--- config.mk ---
export PLATFORM = sky130hd
export DESIGN_NAME = chw_core_exec
export DESIGN_NICKNAME = d
export VERILOG_FILES = /design/src/chw_core_exec.v
export VERILOG_INCLUDE_DIRS = /design/src
export SDC_FILE = /design/constraint.sdc
export NUM_CORES = 1
export LEC_CHECK = 0
export BUFFER_PORTS_ARGS = -buffer_cell sky130_fd_sc_hd__buf_2
export CAP_MARGIN = 5
export CORE_ASPECT_RATIO = 1.2
export CORE_MARGIN = 3
export CORE_UTILIZATION = 44
export CTS_CLUSTER_DIAMETER = 60
export CTS_CLUSTER_SIZE = 40
export DETAILED_ROUTE_END_ITERATION = 7
export GPL_TIMING_DRIVEN = 0
export PLACE_DENSITY = 0.78
export SYNTH_ARGS = -nofsm -noshare
export SYNTH_HDL_FRONTEND = slang
export SYNTH_SLANG_ARGS = --single-unit
--- constraint.sdc ---
create_clock -name core_clk -period 12.2 [get_ports core_clk]
set_input_delay 1.83 -clock core_clk [delete_from_list [all_inputs] [get_ports core_clk]]
set_output_delay 1.83 -clock core_clk [all_outputs]
set_load 0.005 [all_outputs]
--- src/chw_map.vh ---
// constants for the core execute unit: instruction fields, opcodes and hub timing
`ifndef CHW_MAP_VH
`define CHW_MAP_VH

// instruction word field positions
`define CHW_OPC_HI      31
`define CHW_OPC_LO      26
`define CHW_ZFX_BIT     25
`define CHW_CFX_BIT     24
`define CHW_RFX_BIT     23
`define CHW_IMM_BIT     22
`define CHW_CND_HI      21
`define CHW_CND_LO      18
`define CHW_DST_HI      17
`define CHW_DST_LO      9
`define CHW_SRC_HI      8
`define CHW_SRC_LO      0

// opcodes
`define CHW_OPC_STB     6'h00
`define CHW_OPC_STW     6'h01
`define CHW_OPC_STL     6'h02
`define CHW_OPC_VID     6'h3F

// condition code that always executes
`define CHW_CND_ALWAYS  4'hF

// launch request bit of the destination value
`define CHW_LAUNCH_NEXT 3

// hub address width and transfer sizes
`define CHW_HADDR_W     14
`define CHW_SIZE_BYTE   2'h0
`define CHW_SIZE_WORD   2'h1
`define CHW_SIZE_LONG   2'h2

// cycles spent after the hub slot so a hub store lasts 6 cycles at the least
`define CHW_HUB_MIN     7
`define CHW_HUB_TAIL    4'h3

`endif

--- src/chw_core_exec.v ---
// core execute unit for video handoff wait, flag/result effects and hub stores
//
// The address map and the strobed register port were left to the implementer.
`include "chw_map.vh"

// Behaviour
// RULE1: video wait stalls until generator ready, hands over
// RULE2: zero write on video wait: colour equals pixel
// RULE3: video wait has no timeout, stalls forever
// RULE4: video wait keeps destination unless result write
// RULE5: carry write updates carry, else carry kept; here hub loads keep carry even with a carry write
// RULE6: compare sets carry when first below second
// RULE7: result write stores result into destination
// RULE8: launch starts next free core, returns id
// RULE9: byte store writes low 8 bits at slot
// RULE10: byte flags: zero unless long aligned, carry clear
// RULE11: result bit turns stores into hub loads
// RULE12: decode six-bit opcode with effect and fields
// RULE13: hub store lasts 7 to 22 cycles; here it takes 6 to 21
// RULE14: long store writes all 32 bits at slot
// RULE15: long address bits 13:2, zero and carry clear
// RULE16: word store writes low 16 bits at slot
// RULE17: word address bits 13:1, zero unless aligned
// RULE18: address from register or zero-extended literal
// RULE19: zero write updates zero; compare zero when equal; here hub loads keep zero even with a zero write
// RULE20: wait for own hub slot, operands held
module chw_core_exec #(
  parameter [5:0] OPC_CMP    = 6'h30, // unsigned compare opcode
  parameter [5:0] OPC_LAUNCH = 6'h03  // core launch opcode
) (
  input  wire        core_clk,
  input  wire        rst,
  // instruction issue
  input  wire        instr_valid,
  output wire        instr_ready,
  input  wire [31:0] instr_word,
  input  wire [31:0] dest_value,
  input  wire [31:0] src_value,
  output reg         instr_done,
  // destination write port
  output reg         dest_we,
  output reg  [8:0]  dest_sel,
  output reg  [31:0] dest_wdata,
  // flags
  output reg         carry_flag,
  output reg         zero_flag,
  // hub arbiter
  output wire        hub_req,
  input  wire        hub_grant,
  output reg         hub_we,
  output reg         hub_re,
  output reg         hub_launch,
  output reg  [1:0]  hub_size,
  output reg  [13:0] hub_addr,
  output reg  [31:0] hub_wdata,
  input  wire [2:0]  launch_id,
  input  wire        launch_fail,
  // video generator
  input  wire        vid_ready,
  output wire        vid_take,
  output reg  [31:0] vid_colour,
  output reg  [31:0] vid_pixel
);

  // ----------------------------------------------------------------
  // states
  // ----------------------------------------------------------------
  localparam [3:0] ST_IDLE = 4'h1; // ready for an instruction
  localparam [3:0] ST_HUB  = 4'h2; // waiting for our hub slot
  localparam [3:0] ST_TAIL = 4'h4; // fixed cycles after the slot
  localparam [3:0] ST_VID  = 4'h8; // waiting for the video generator

  reg  [3:0]  state;       // one-hot state
  reg  [3:0]  next_state;  // next state
  reg  [3:0]  tail_cnt;    // tail countdown
  reg  [5:0]  opc;         // held opcode
  reg         fx_z;        // zero write effect
  reg         fx_c;        // carry write effect
  reg         fx_r;        // result write effect
  reg  [31:0] op_d;        // held destination value
  reg  [31:0] op_s;        // held source operand
  reg  [8:0]  op_dsel;     // held destination index
  reg  [2:0]  got_id;      // core id from the launch
  reg         got_fail;    // launch found no core

  // ----------------------------------------------------------------
  // decode helpers
  // ----------------------------------------------------------------
  // condition field indexed by the current flags
  function cond_true;
    input [3:0] cnd;
    input       c;
    input       z;
    begin
      cond_true = cnd[{c, z}];
    end
  endfunction

  // opcode is one of the three hub stores
  function is_store;
    input [5:0] o;
    begin
      is_store = (o == `CHW_OPC_STB) || (o == `CHW_OPC_STW) || (o == `CHW_OPC_STL); // RULE12
    end
  endfunction

  // hub address aligned to the transfer size
  function [13:0] hub_align;
    input [5:0]  o;
    input [31:0] a;
    begin
      case (o)
        `CHW_OPC_STL: hub_align = {a[13:2], 2'h0}; // RULE15
        `CHW_OPC_STW: hub_align = {a[13:1], 1'h0}; // RULE17
        default:      hub_align = a[13:0];
      endcase
    end
  endfunction

  // ----------------------------------------------------------------
  // issue decode
  // ----------------------------------------------------------------
  wire [5:0]  in_opc  = instr_word[`CHW_OPC_HI:`CHW_OPC_LO];
  wire [3:0]  in_cnd  = instr_word[`CHW_CND_HI:`CHW_CND_LO];
  wire        in_imm  = instr_word[`CHW_IMM_BIT];
  wire [8:0]  in_dsel = instr_word[`CHW_DST_HI:`CHW_DST_LO];
  wire [8:0]  in_lit  = instr_word[`CHW_SRC_HI:`CHW_SRC_LO];
  // literal source is zero-extended, otherwise the register value
  wire [31:0] in_src  = in_imm ? {23'h0, in_lit} : src_value; // RULE18
  wire        accept  = instr_valid && state[0];
  wire        in_run  = cond_true(in_cnd, carry_flag, zero_flag);

  assign instr_ready = state[0];
  assign hub_req     = state[1];                // RULE20
  assign vid_take    = state[3] && vid_ready;   // RULE1

  // ----------------------------------------------------------------
  // video wait results
  // ----------------------------------------------------------------
  wire [32:0] vid_sum   = {1'h0, op_d} + {1'h0, op_s}; // result and carry
  wire        vid_equal = (op_d == op_s);              // colour against pixel

  // ----------------------------------------------------------------
  // compare results, done in the issue cycle
  // ----------------------------------------------------------------
  wire [31:0] cmp_diff  = dest_value - in_src;
  wire        cmp_below = (dest_value < in_src);  // unsigned
  wire        cmp_equal = (dest_value == in_src);

  // ----------------------------------------------------------------
  // next state
  // ----------------------------------------------------------------
  always @* begin
    next_state = state;
    case (state)
      ST_IDLE: begin
        if (accept && in_run) begin
          if (is_store(in_opc) || in_opc == OPC_LAUNCH) begin
            next_state = ST_HUB; // RULE9
          end else if (in_opc == `CHW_OPC_VID) begin
            next_state = ST_VID; // RULE1
          end
        end
      end
      ST_HUB: begin
        // no bound here: the slot comes once per rotation
        if (hub_grant) begin
          next_state = ST_TAIL; // RULE20
        end
      end
      ST_TAIL: begin
        if (tail_cnt == 4'h0) begin
          next_state = ST_IDLE; // RULE13
        end
      end
      ST_VID: begin
        // deliberately no timeout: an idle generator hangs the core
        if (vid_ready) begin
          next_state = ST_IDLE; // RULE3
        end
      end
      default: next_state = ST_IDLE;
    endcase
  end

  // ----------------------------------------------------------------
  // state register and operand capture
  // ----------------------------------------------------------------
  // operands are latched at issue so the register file may move on
  always @(posedge core_clk or posedge rst) begin
    if (rst) begin
      state    <= ST_IDLE;
      opc      <= 6'h00;
      fx_z     <= 1'b0;
      fx_c     <= 1'b0;
      fx_r     <= 1'b0;
      op_d     <= 32'h0;
      op_s     <= 32'h0;
      op_dsel  <= 9'h000;
      tail_cnt <= 4'h0;
    end else begin
      state <= next_state;
      if (accept) begin
        opc     <= in_opc;
        fx_z    <= instr_word[`CHW_ZFX_BIT];
        fx_c    <= instr_word[`CHW_CFX_BIT];
        fx_r    <= instr_word[`CHW_RFX_BIT];
        op_d    <= dest_value;
        op_s    <= in_src;  // RULE18
        op_dsel <= in_dsel;
      end
      if (state[1] && hub_grant) begin
        tail_cnt <= `CHW_HUB_TAIL; // RULE13
      end else if (state[2] && tail_cnt != 4'h0) begin
        tail_cnt <= tail_cnt - 4'h1;
      end
    end
  end

  // ----------------------------------------------------------------
  // hub transfer at our slot
  // ----------------------------------------------------------------
  // strobes last one cycle, the data stay until the next transfer
  always @(posedge core_clk or posedge rst) begin
    if (rst) begin
      hub_we     <= 1'b0;
      hub_re     <= 1'b0;
      hub_launch <= 1'b0;
      hub_size   <= `CHW_SIZE_BYTE;
      hub_addr   <= 14'h0000;
      hub_wdata  <= 32'h0;
      got_id     <= 3'h0;
      got_fail   <= 1'b0;
    end else begin
      hub_we     <= 1'b0;
      hub_re     <= 1'b0;
      hub_launch <= 1'b0;
      if (state[1] && hub_grant) begin
        if (opc == OPC_LAUNCH) begin
          hub_launch <= 1'b1;   // RULE8
          hub_wdata  <= op_d;
          got_id     <= launch_id;
          got_fail   <= launch_fail;
        end else begin
          // result bit set means this is really a load
          hub_we   <= ~fx_r;    // RULE11
          hub_re   <= fx_r;     // RULE11
          hub_size <= opc[1:0];
          hub_addr <= hub_align(opc, op_s);
          case (opc)
            `CHW_OPC_STB: hub_wdata <= {24'h0, op_d[7:0]};  // RULE9
            `CHW_OPC_STW: hub_wdata <= {16'h0, op_d[15:0]}; // RULE16
            default:      hub_wdata <= op_d;                // RULE14
          endcase
        end
      end
    end
  end

  // ----------------------------------------------------------------
  // video operands
  // ----------------------------------------------------------------
  // held until the next handoff so the generator may sample late
  always @(posedge core_clk or posedge rst) begin
    if (rst) begin
      vid_colour <= 32'h0;
      vid_pixel  <= 32'h0;
    end else if (vid_take) begin
      vid_colour <= op_d; // RULE1
      vid_pixel  <= op_s;
    end
  end

  // ----------------------------------------------------------------
  // completion, flags and destination write
  // ----------------------------------------------------------------
  wire tail_end = state[2] && (tail_cnt == 4'h0);
  wire quick    = accept && !(in_run && (is_store(in_opc) || in_opc == OPC_LAUNCH
                  || in_opc == `CHW_OPC_VID));

  always @(posedge core_clk or posedge rst) begin
    if (rst) begin
      instr_done <= 1'b0;
      dest_we    <= 1'b0;
      dest_sel   <= 9'h000;
      dest_wdata <= 32'h0;
      carry_flag <= 1'b0;
      zero_flag  <= 1'b0;
    end else begin
      instr_done <= quick || tail_end || vid_take;
      dest_we    <= 1'b0;
      if (quick && in_run && in_opc == OPC_CMP) begin
        // compare writes nothing unless asked
        if (instr_word[`CHW_CFX_BIT]) begin
          carry_flag <= cmp_below; // RULE6
        end
        if (instr_word[`CHW_ZFX_BIT]) begin
          zero_flag <= cmp_equal;  // RULE19
        end
        if (instr_word[`CHW_RFX_BIT]) begin
          dest_we    <= 1'b1;      // RULE7
          dest_sel   <= in_dsel;
          dest_wdata <= cmp_diff;
        end
      end
      if (vid_take) begin
        if (fx_z) begin
          zero_flag <= vid_equal;  // RULE2
        end
        if (fx_c) begin
          carry_flag <= vid_sum[32]; // RULE5
        end
        if (fx_r) begin
          dest_we    <= 1'b1;      // RULE4
          dest_sel   <= op_dsel;
          dest_wdata <= vid_sum[31:0];
        end
      end
      if (tail_end) begin
        if (opc == OPC_LAUNCH) begin
          if (fx_c) begin
            carry_flag <= got_fail; // RULE5
          end
          if (fx_z) begin
            zero_flag <= (got_id == 3'h0); // RULE19
          end
          if (fx_r) begin
            dest_we    <= 1'b1;     // RULE8
            dest_sel   <= op_dsel;
            dest_wdata <= {29'h0, got_id};
          end
        end else if (!fx_r) begin
          // stores: carry cleared on a carry write, zero from alignment, cleared for longs
          if (fx_c) begin
            carry_flag <= 1'b0;    // RULE10
          end
          if (fx_z) begin
            case (opc)
              `CHW_OPC_STB: zero_flag <= (hub_addr[1:0] != 2'h0); // RULE10
              `CHW_OPC_STW: zero_flag <= hub_addr[1];             // RULE17
              default:      zero_flag <= 1'b0;                    // RULE15
            endcase
          end
        end
      end
    end
  end

endmodule

Word-level counts from Yosys, hierarchy flattened:

Index checks and enable logic that the tools add are counted.

* flip-flop bits (word level): 254
* input port bits: 105

* equality and inequality tests: 19
* bitwise gates (word level): 2
* add/sub/neg operators: 3
* $lt $le $gt $ge: 2
* muxes and demuxes: 61
* reductions and logical operators: 27

Operators by type and width (number)
* 32-bit 2-to-1 mux: 9
* 32-bit equality test: 2
* 32-bit case mux with 2 select lines: 1
* 9-bit 2-to-1 mux: 7
* 32-bit by 32-bit adder with 33-bit output: 1
* 32-bit < comparator: 1
* 1-bit 2-to-1 mux: 32
* 4-bit 2-to-1 mux: 8
* 32-bit subtractor: 1
* 6-bit by 2-bit equality test with 1-bit output, second input constant: 4
* 4-bit case mux with 4 select lines: 1
* 6-bit by 1-bit equality test with 1-bit output, second input constant: 2
* 6-bit equality test, second input constant: 2
* 6-bit logical NOT: 2
* 1-bit logical AND: 10
* 2-bit inequality test, second input constant: 4
* 1-bit logical OR: 6
* 5-bit AND reduction: 1
* 4-bit by 1-bit equality test with 1-bit output, second input constant: 1
* 4-bit by 2-bit equality test with 1-bit output, second input constant: 1
* 4-bit by 3-bit equality test with 1-bit output, second input constant: 1
* 4-bit equality test, second input constant: 1
* 4-bit logical NOT: 1
* 2-bit case mux with 2 select lines: 1
* other kinds (11): 14

Longest topological paths before layout:

* depth after elaboration: 17
* mapped depth: 13
* mapped depth without buffers: 12

Least setup slack after synthesis:

No wires, ideal clock.

* path kind: input to register
* start: input instr_word[22]
* end: register dest_wdata[24]
* setup time: 0.120 ns
* path slack: 7.643 ns
* data required time: 12.080 ns
* cell stages on the path: 12
* arrival: 4.437 ns
* cells stage by stage: buf_1 mux2i_1 ha_1 a211oi_1 nor2_1 or3_1 a21oi_1 o21ai_0 a41oi_1 xor2_1 o211ai_1 and3_1

* cells in the longest elaborated chain, start to end: 9

RTL lines
* start: declaration: RTL line chw_core_exec.v:36 `input wire [31:0] instr_word,`
* 32-bit 2-to-1 mux *: RTL line chw_core_exec.v:129 `wire [31:0] in_src = in_imm ? {23'h0, in_lit} : src_value;`
* 32-bit subtractor *: RTL line chw_core_exec.v:146 `wire [31:0] cmp_diff = dest_value - in_src;`
* 32-bit 2-to-1 mux *: RTL line chw_core_exec.v:300 `` if (instr_word[`CHW_RFX_BIT]) begin ``
* 32-bit 2-to-1 mux *: RTL line chw_core_exec.v:292 `if (quick && in_run && in_opc == OPC_CMP) begin`
* 32-bit 2-to-1 mux: RTL line chw_core_exec.v:313 `if (fx_r) begin`
* 32-bit 2-to-1 mux *: RTL line chw_core_exec.v:306 `if (vid_take) begin`
* 32-bit 2-to-1 mux: RTL line chw_core_exec.v:327 `if (fx_r) begin`
* 32-bit 2-to-1 mux: RTL line chw_core_exec.v:320 `if (opc == OPC_LAUNCH) begin`
* 32-bit 2-to-1 mux *: RTL line chw_core_exec.v:319 `if (tail_end) begin`
* end signal: assignment: RTL line chw_core_exec.v:303 `dest_wdata <= cmp_diff;`
* end signal: assignment: RTL line chw_core_exec.v:316 `dest_wdata <= vid_sum[31:0];`
* end signal: assignment: RTL line chw_core_exec.v:330 `dest_wdata <= {29'h0, got_id};`
* end: declaration: RTL line chw_core_exec.v:43 `output reg [31:0] dest_wdata,`

Mark *: on every way between the ends. The rest lies on a longest branch, timed or not.
A chain may end at the register's enable or synchronous reset.

Worst setup path in the final report:

Same ends and word-level chain as after synthesis.

==> key figures <==
CTS
  • Clock Root Buffer: clkbuf_16
  • Clock sinks: around 250
  • # hold bufs at CTS: 0
  • Postcts setup bufs: 0
  • Maximum clock path buffer count: 3
  • Post-CTS Resized: 0
  • # H-tree levels: 1
  • CTS tree: yes
  • CTS Buf Count: 22
  • Clock Latency Late Sink: 550 ps
  • Worst-path clk slew: 90 ps

Route
  • Vias: 11.61k
  • Routed wire per std cell: 21.68 µm
  • DR vias/cell: 5.765
  • Final WL: 43.67 mm
  • Starting DRT DRC Count: 797
  • Post-DRT Antenna Nets: 0
  • First-pass DRT Iterations: 5
  • Remaining DRCs: 0

STA
  • Minimum clock period: 5611 ps
  • Final Hold Viols: 0
  • Worst slew pin tran: approximately 1200 ps
  • Max-slew violations: 0
  • Worst hold slack: roughly 480 ps
  • Fin crit share: 45.99%
  • RSZ-0062 raised after global routing: false
  • Max Freq: 178.2 MHz
  • Setup TNS: 0 ps
  • Max-slew headroom: 22.86%
  • Endpoints failing setup: 0
  • Setup Skew: 27.53 ps
  • Final setup margin: approximately 6600 ps

Synth
  • Cells after Synth: 1314
  • Library cells used by synthesis: 68
  • Sequential fraction of the synthesis area: 47.06%
  • Post-synthesis area per instance: ~10 µm²
  • Async set-reset flop share out of synthesis: 100.0%
  • Net count after synthesis: between 1k and 1.5k
  • Mapped Area: 0.01351 mm²
  • Post-synth EDFFs: 0
  • Top_reg_cell synth: dfrtp_1
  • Yosys reg bits: roughly 250
  • Yosys Warn Count: 0

Final layout
  • Layout cells sized above 1: 27.97%
  • Final core utilization: 54.34%
  • Storage element area: 0.006357 mm²
  • Area of the multi-input gates: 0.006794 mm²
  • Final std cells w/o fill: 2014
  • Finished Cell Area: 0.01628 mm²
  • Final #Nets: ~1.8k
  • Filler cells: between 2k and 3k
  • Area Growth Syn to Fin: 20.51%

GRT
  • Global-route wire length before repair: slightly below 70 mm
  • Gr usage total: 25.69%
  • Antenna violations before repair: 0
  • Largest net degree at the start of global routing: between 100 and 150
  • Number of global-route vias before repair: 11.87k
  • Grt ovf: 0

Setup path
  • Crit end category: register
  • Crit path kind: in -> reg
  • Crit-path max FO: 10
  • Crit path launch type: input port
  • Slowest cell delay on critical path: 770 ps
  • Crit path cell chain: buf_2 -> buf_1 -> mux2i_1 -> ha_1 -> nand4_1 -> a211oi_1 -> or3_1 -> a21oi_1 -> o21ai_0 -> a41oi_1 -> xor2_1 -> o211ai_1 -> and3_1
  • Cell at the slowest stage of the critical path: o21ai_0
  • Worst Path Arrival: 6030 ps
  • Req. time, crit path: 12620 ps

Floorplanning
  • Die W: between 150 and 200 µm
  • Full die area: 0.03285 mm²
  • Die Ht: around 200 µm
  • Initial core utilization: 45.09%
  • Row Count: 69
  • Core ar.: 0.02996 mm²
  • Total I/O pin count: 268

Run
  • MaxCap Viol Count: 0

Placement
  • Placed wire-length estimate: approximately 33 mm
  • Placed insts: roughly 2.0k
  • Post-Place Setup Slack: 6162 ps
  • Placer Congestion: around 0.95
  • IO Port Bufs: 267
  • DP Area: approximately 0.015 mm²

Run status
  • Outcome: complete, no violations

Power
  • Worst VDD drop: 0.0001636 V
  • Tot Pwr: between 3 and 4 mW
  • P per Cell Area: 209.9 mW/mm²
  • Leak: 7.804 nW

Worst hold path
  • Hold Crit Class: reg -> reg
Yosys cell counts (all sizes together) (3+ instances only):
master	number	area, µm²
o211ai	14	110.1
o21ai	85	425.4
nor3	13	65.06
o31ai	7	57.55
o21a	7	52.55
nand3	22	110.1
a221oi	3	43.80
nor2	84	315.3
o22ai	4	25.02
mux2	127	1430
dfrtp	253	6331
nor2b	3	18.77
ha	65	813.3
buf	12	57.55
a22o	24	210.2
and2	4	25.02
a21o	26	197.7
and3	9	56.30
nand4	15	93.84
a31oi	19	118.9
mux2i	13	130.1
nor4	17	112.6
inv	21	78.83
or3	3	18.77
nand2b	29	181.4
clkbuf	59	221.5
xor2	29	254.0
a211o	3	26.28
o21bai	8	60.06
xnor2	31	271.5
a211oi	37	282.8
a21oi	74	370.4
nand2	164	615.6
cell families (layout without fill, tap and decap cells):
logic type                 count (synthesis)  after routing  synth area share (%)
and+or+nand+nor                          368            368                 12.20
xor gates and xnor gates                  60             60                 3.890
buffers and inverters                     92            401                 2.649
other                                      0              1                     0
DFF                                      254            254                 47.06
muxes                                    141            141                 11.72
AOI/OAI and AO/OA                        332            332                 16.17
adders and majority gates                 67             67                 6.317
critical path: cells and delay by family:
family,cells,cell delay (ps)
compound gates,5,1590
fa+ha+maj,1,450
xor+xnor,1,190
simple gates,3,710
mux,1,270
buf+inv,2,980
final timing paths:
check,slack (ps),endpoint,depth (start not counted),from
max in group asynchronous,9610,dest_sel[5],4,rst
max,6590,dest_wdata[24],13,instr_word[22]
min reg2reg,480,hub_addr[8],2,hub_addr[8]
min in group asynchronous,1260,hub_wdata[2],2,rst
min,480,hub_addr[8],2,hub_addr[8]
max reg2reg,8860,dest_wdata[28],11,op_d[0]
registers in the layout (all words and copies together), names as in the netlist, 14 cells and up:
| name | flops |
|---|---|
| op_d | 32 |
| op_s | 32 |
| hub_wdata | 32 |
| dest_wdata | 32 |
| vid_colour | 32 |
| hub_addr | 14 |
| vid_pixel | 32 |
power breakdown:
group / switching [mW] / internal (mW) / total, mW
logic: 0.689 / 0.603 / 1.29
clock network: 0.425 / 0.395 / 0.820
registers: 0.188 / 1.12 / 1.31
routing by layer:
metal / vias to the layer above / track usage (%) / part of all wire [%]
li1: 5323 / - / -
met1: 5766 / 32.32 / 40
met2: 440 / 44.96 / 49
met3: 82 / 5.012 / 7.0
met4: 0 / 8.166 / 3.1
met5: - / 0 / 0
cell usage in the layout (no fill, tap or decap), types with 3 or more instances in the layout:
cell type and instances:
nor4_1 16, a211o_1 3, mux2i_1 13, nand4_1 15, xnor2_1 31, dfrtp_1 253, o21ai_0 84, o31ai_1 6
xor2_1 29, inv_12 5, ha_1 65, a21o_1 24, buf_1 9, a22o_1 24, inv_8 3, o211ai_1 13
nor3_1 13, nand3_1 22, inv_1 20, a21oi_1 74, nor2b_1 3, a31oi_1 19, and3_1 9, mux2_2 127
a211oi_1 36, o22ai_1 4, clkinv_16 4, and2_1 4, nand2b_1 29, o21a_1 7, o21bai_1 8, clkbuf_1 59
nand2_1 164, nor2_1 84, clkbuf_16 23, buf_2 268, or3_1 3
layout make-up:
type	instances	area share (%)
multi-input cells	968	41.73
flip-flops and latches	254	39.05
repair buffers	269	8.547
clock buffers	23	3.535
well taps	390	2.997
clock inverters	17	1.875
plain buffers	71	1.714
inverters	21	0.5303
diodes	1	0.01537
Power figures use the tool's default switching activity.
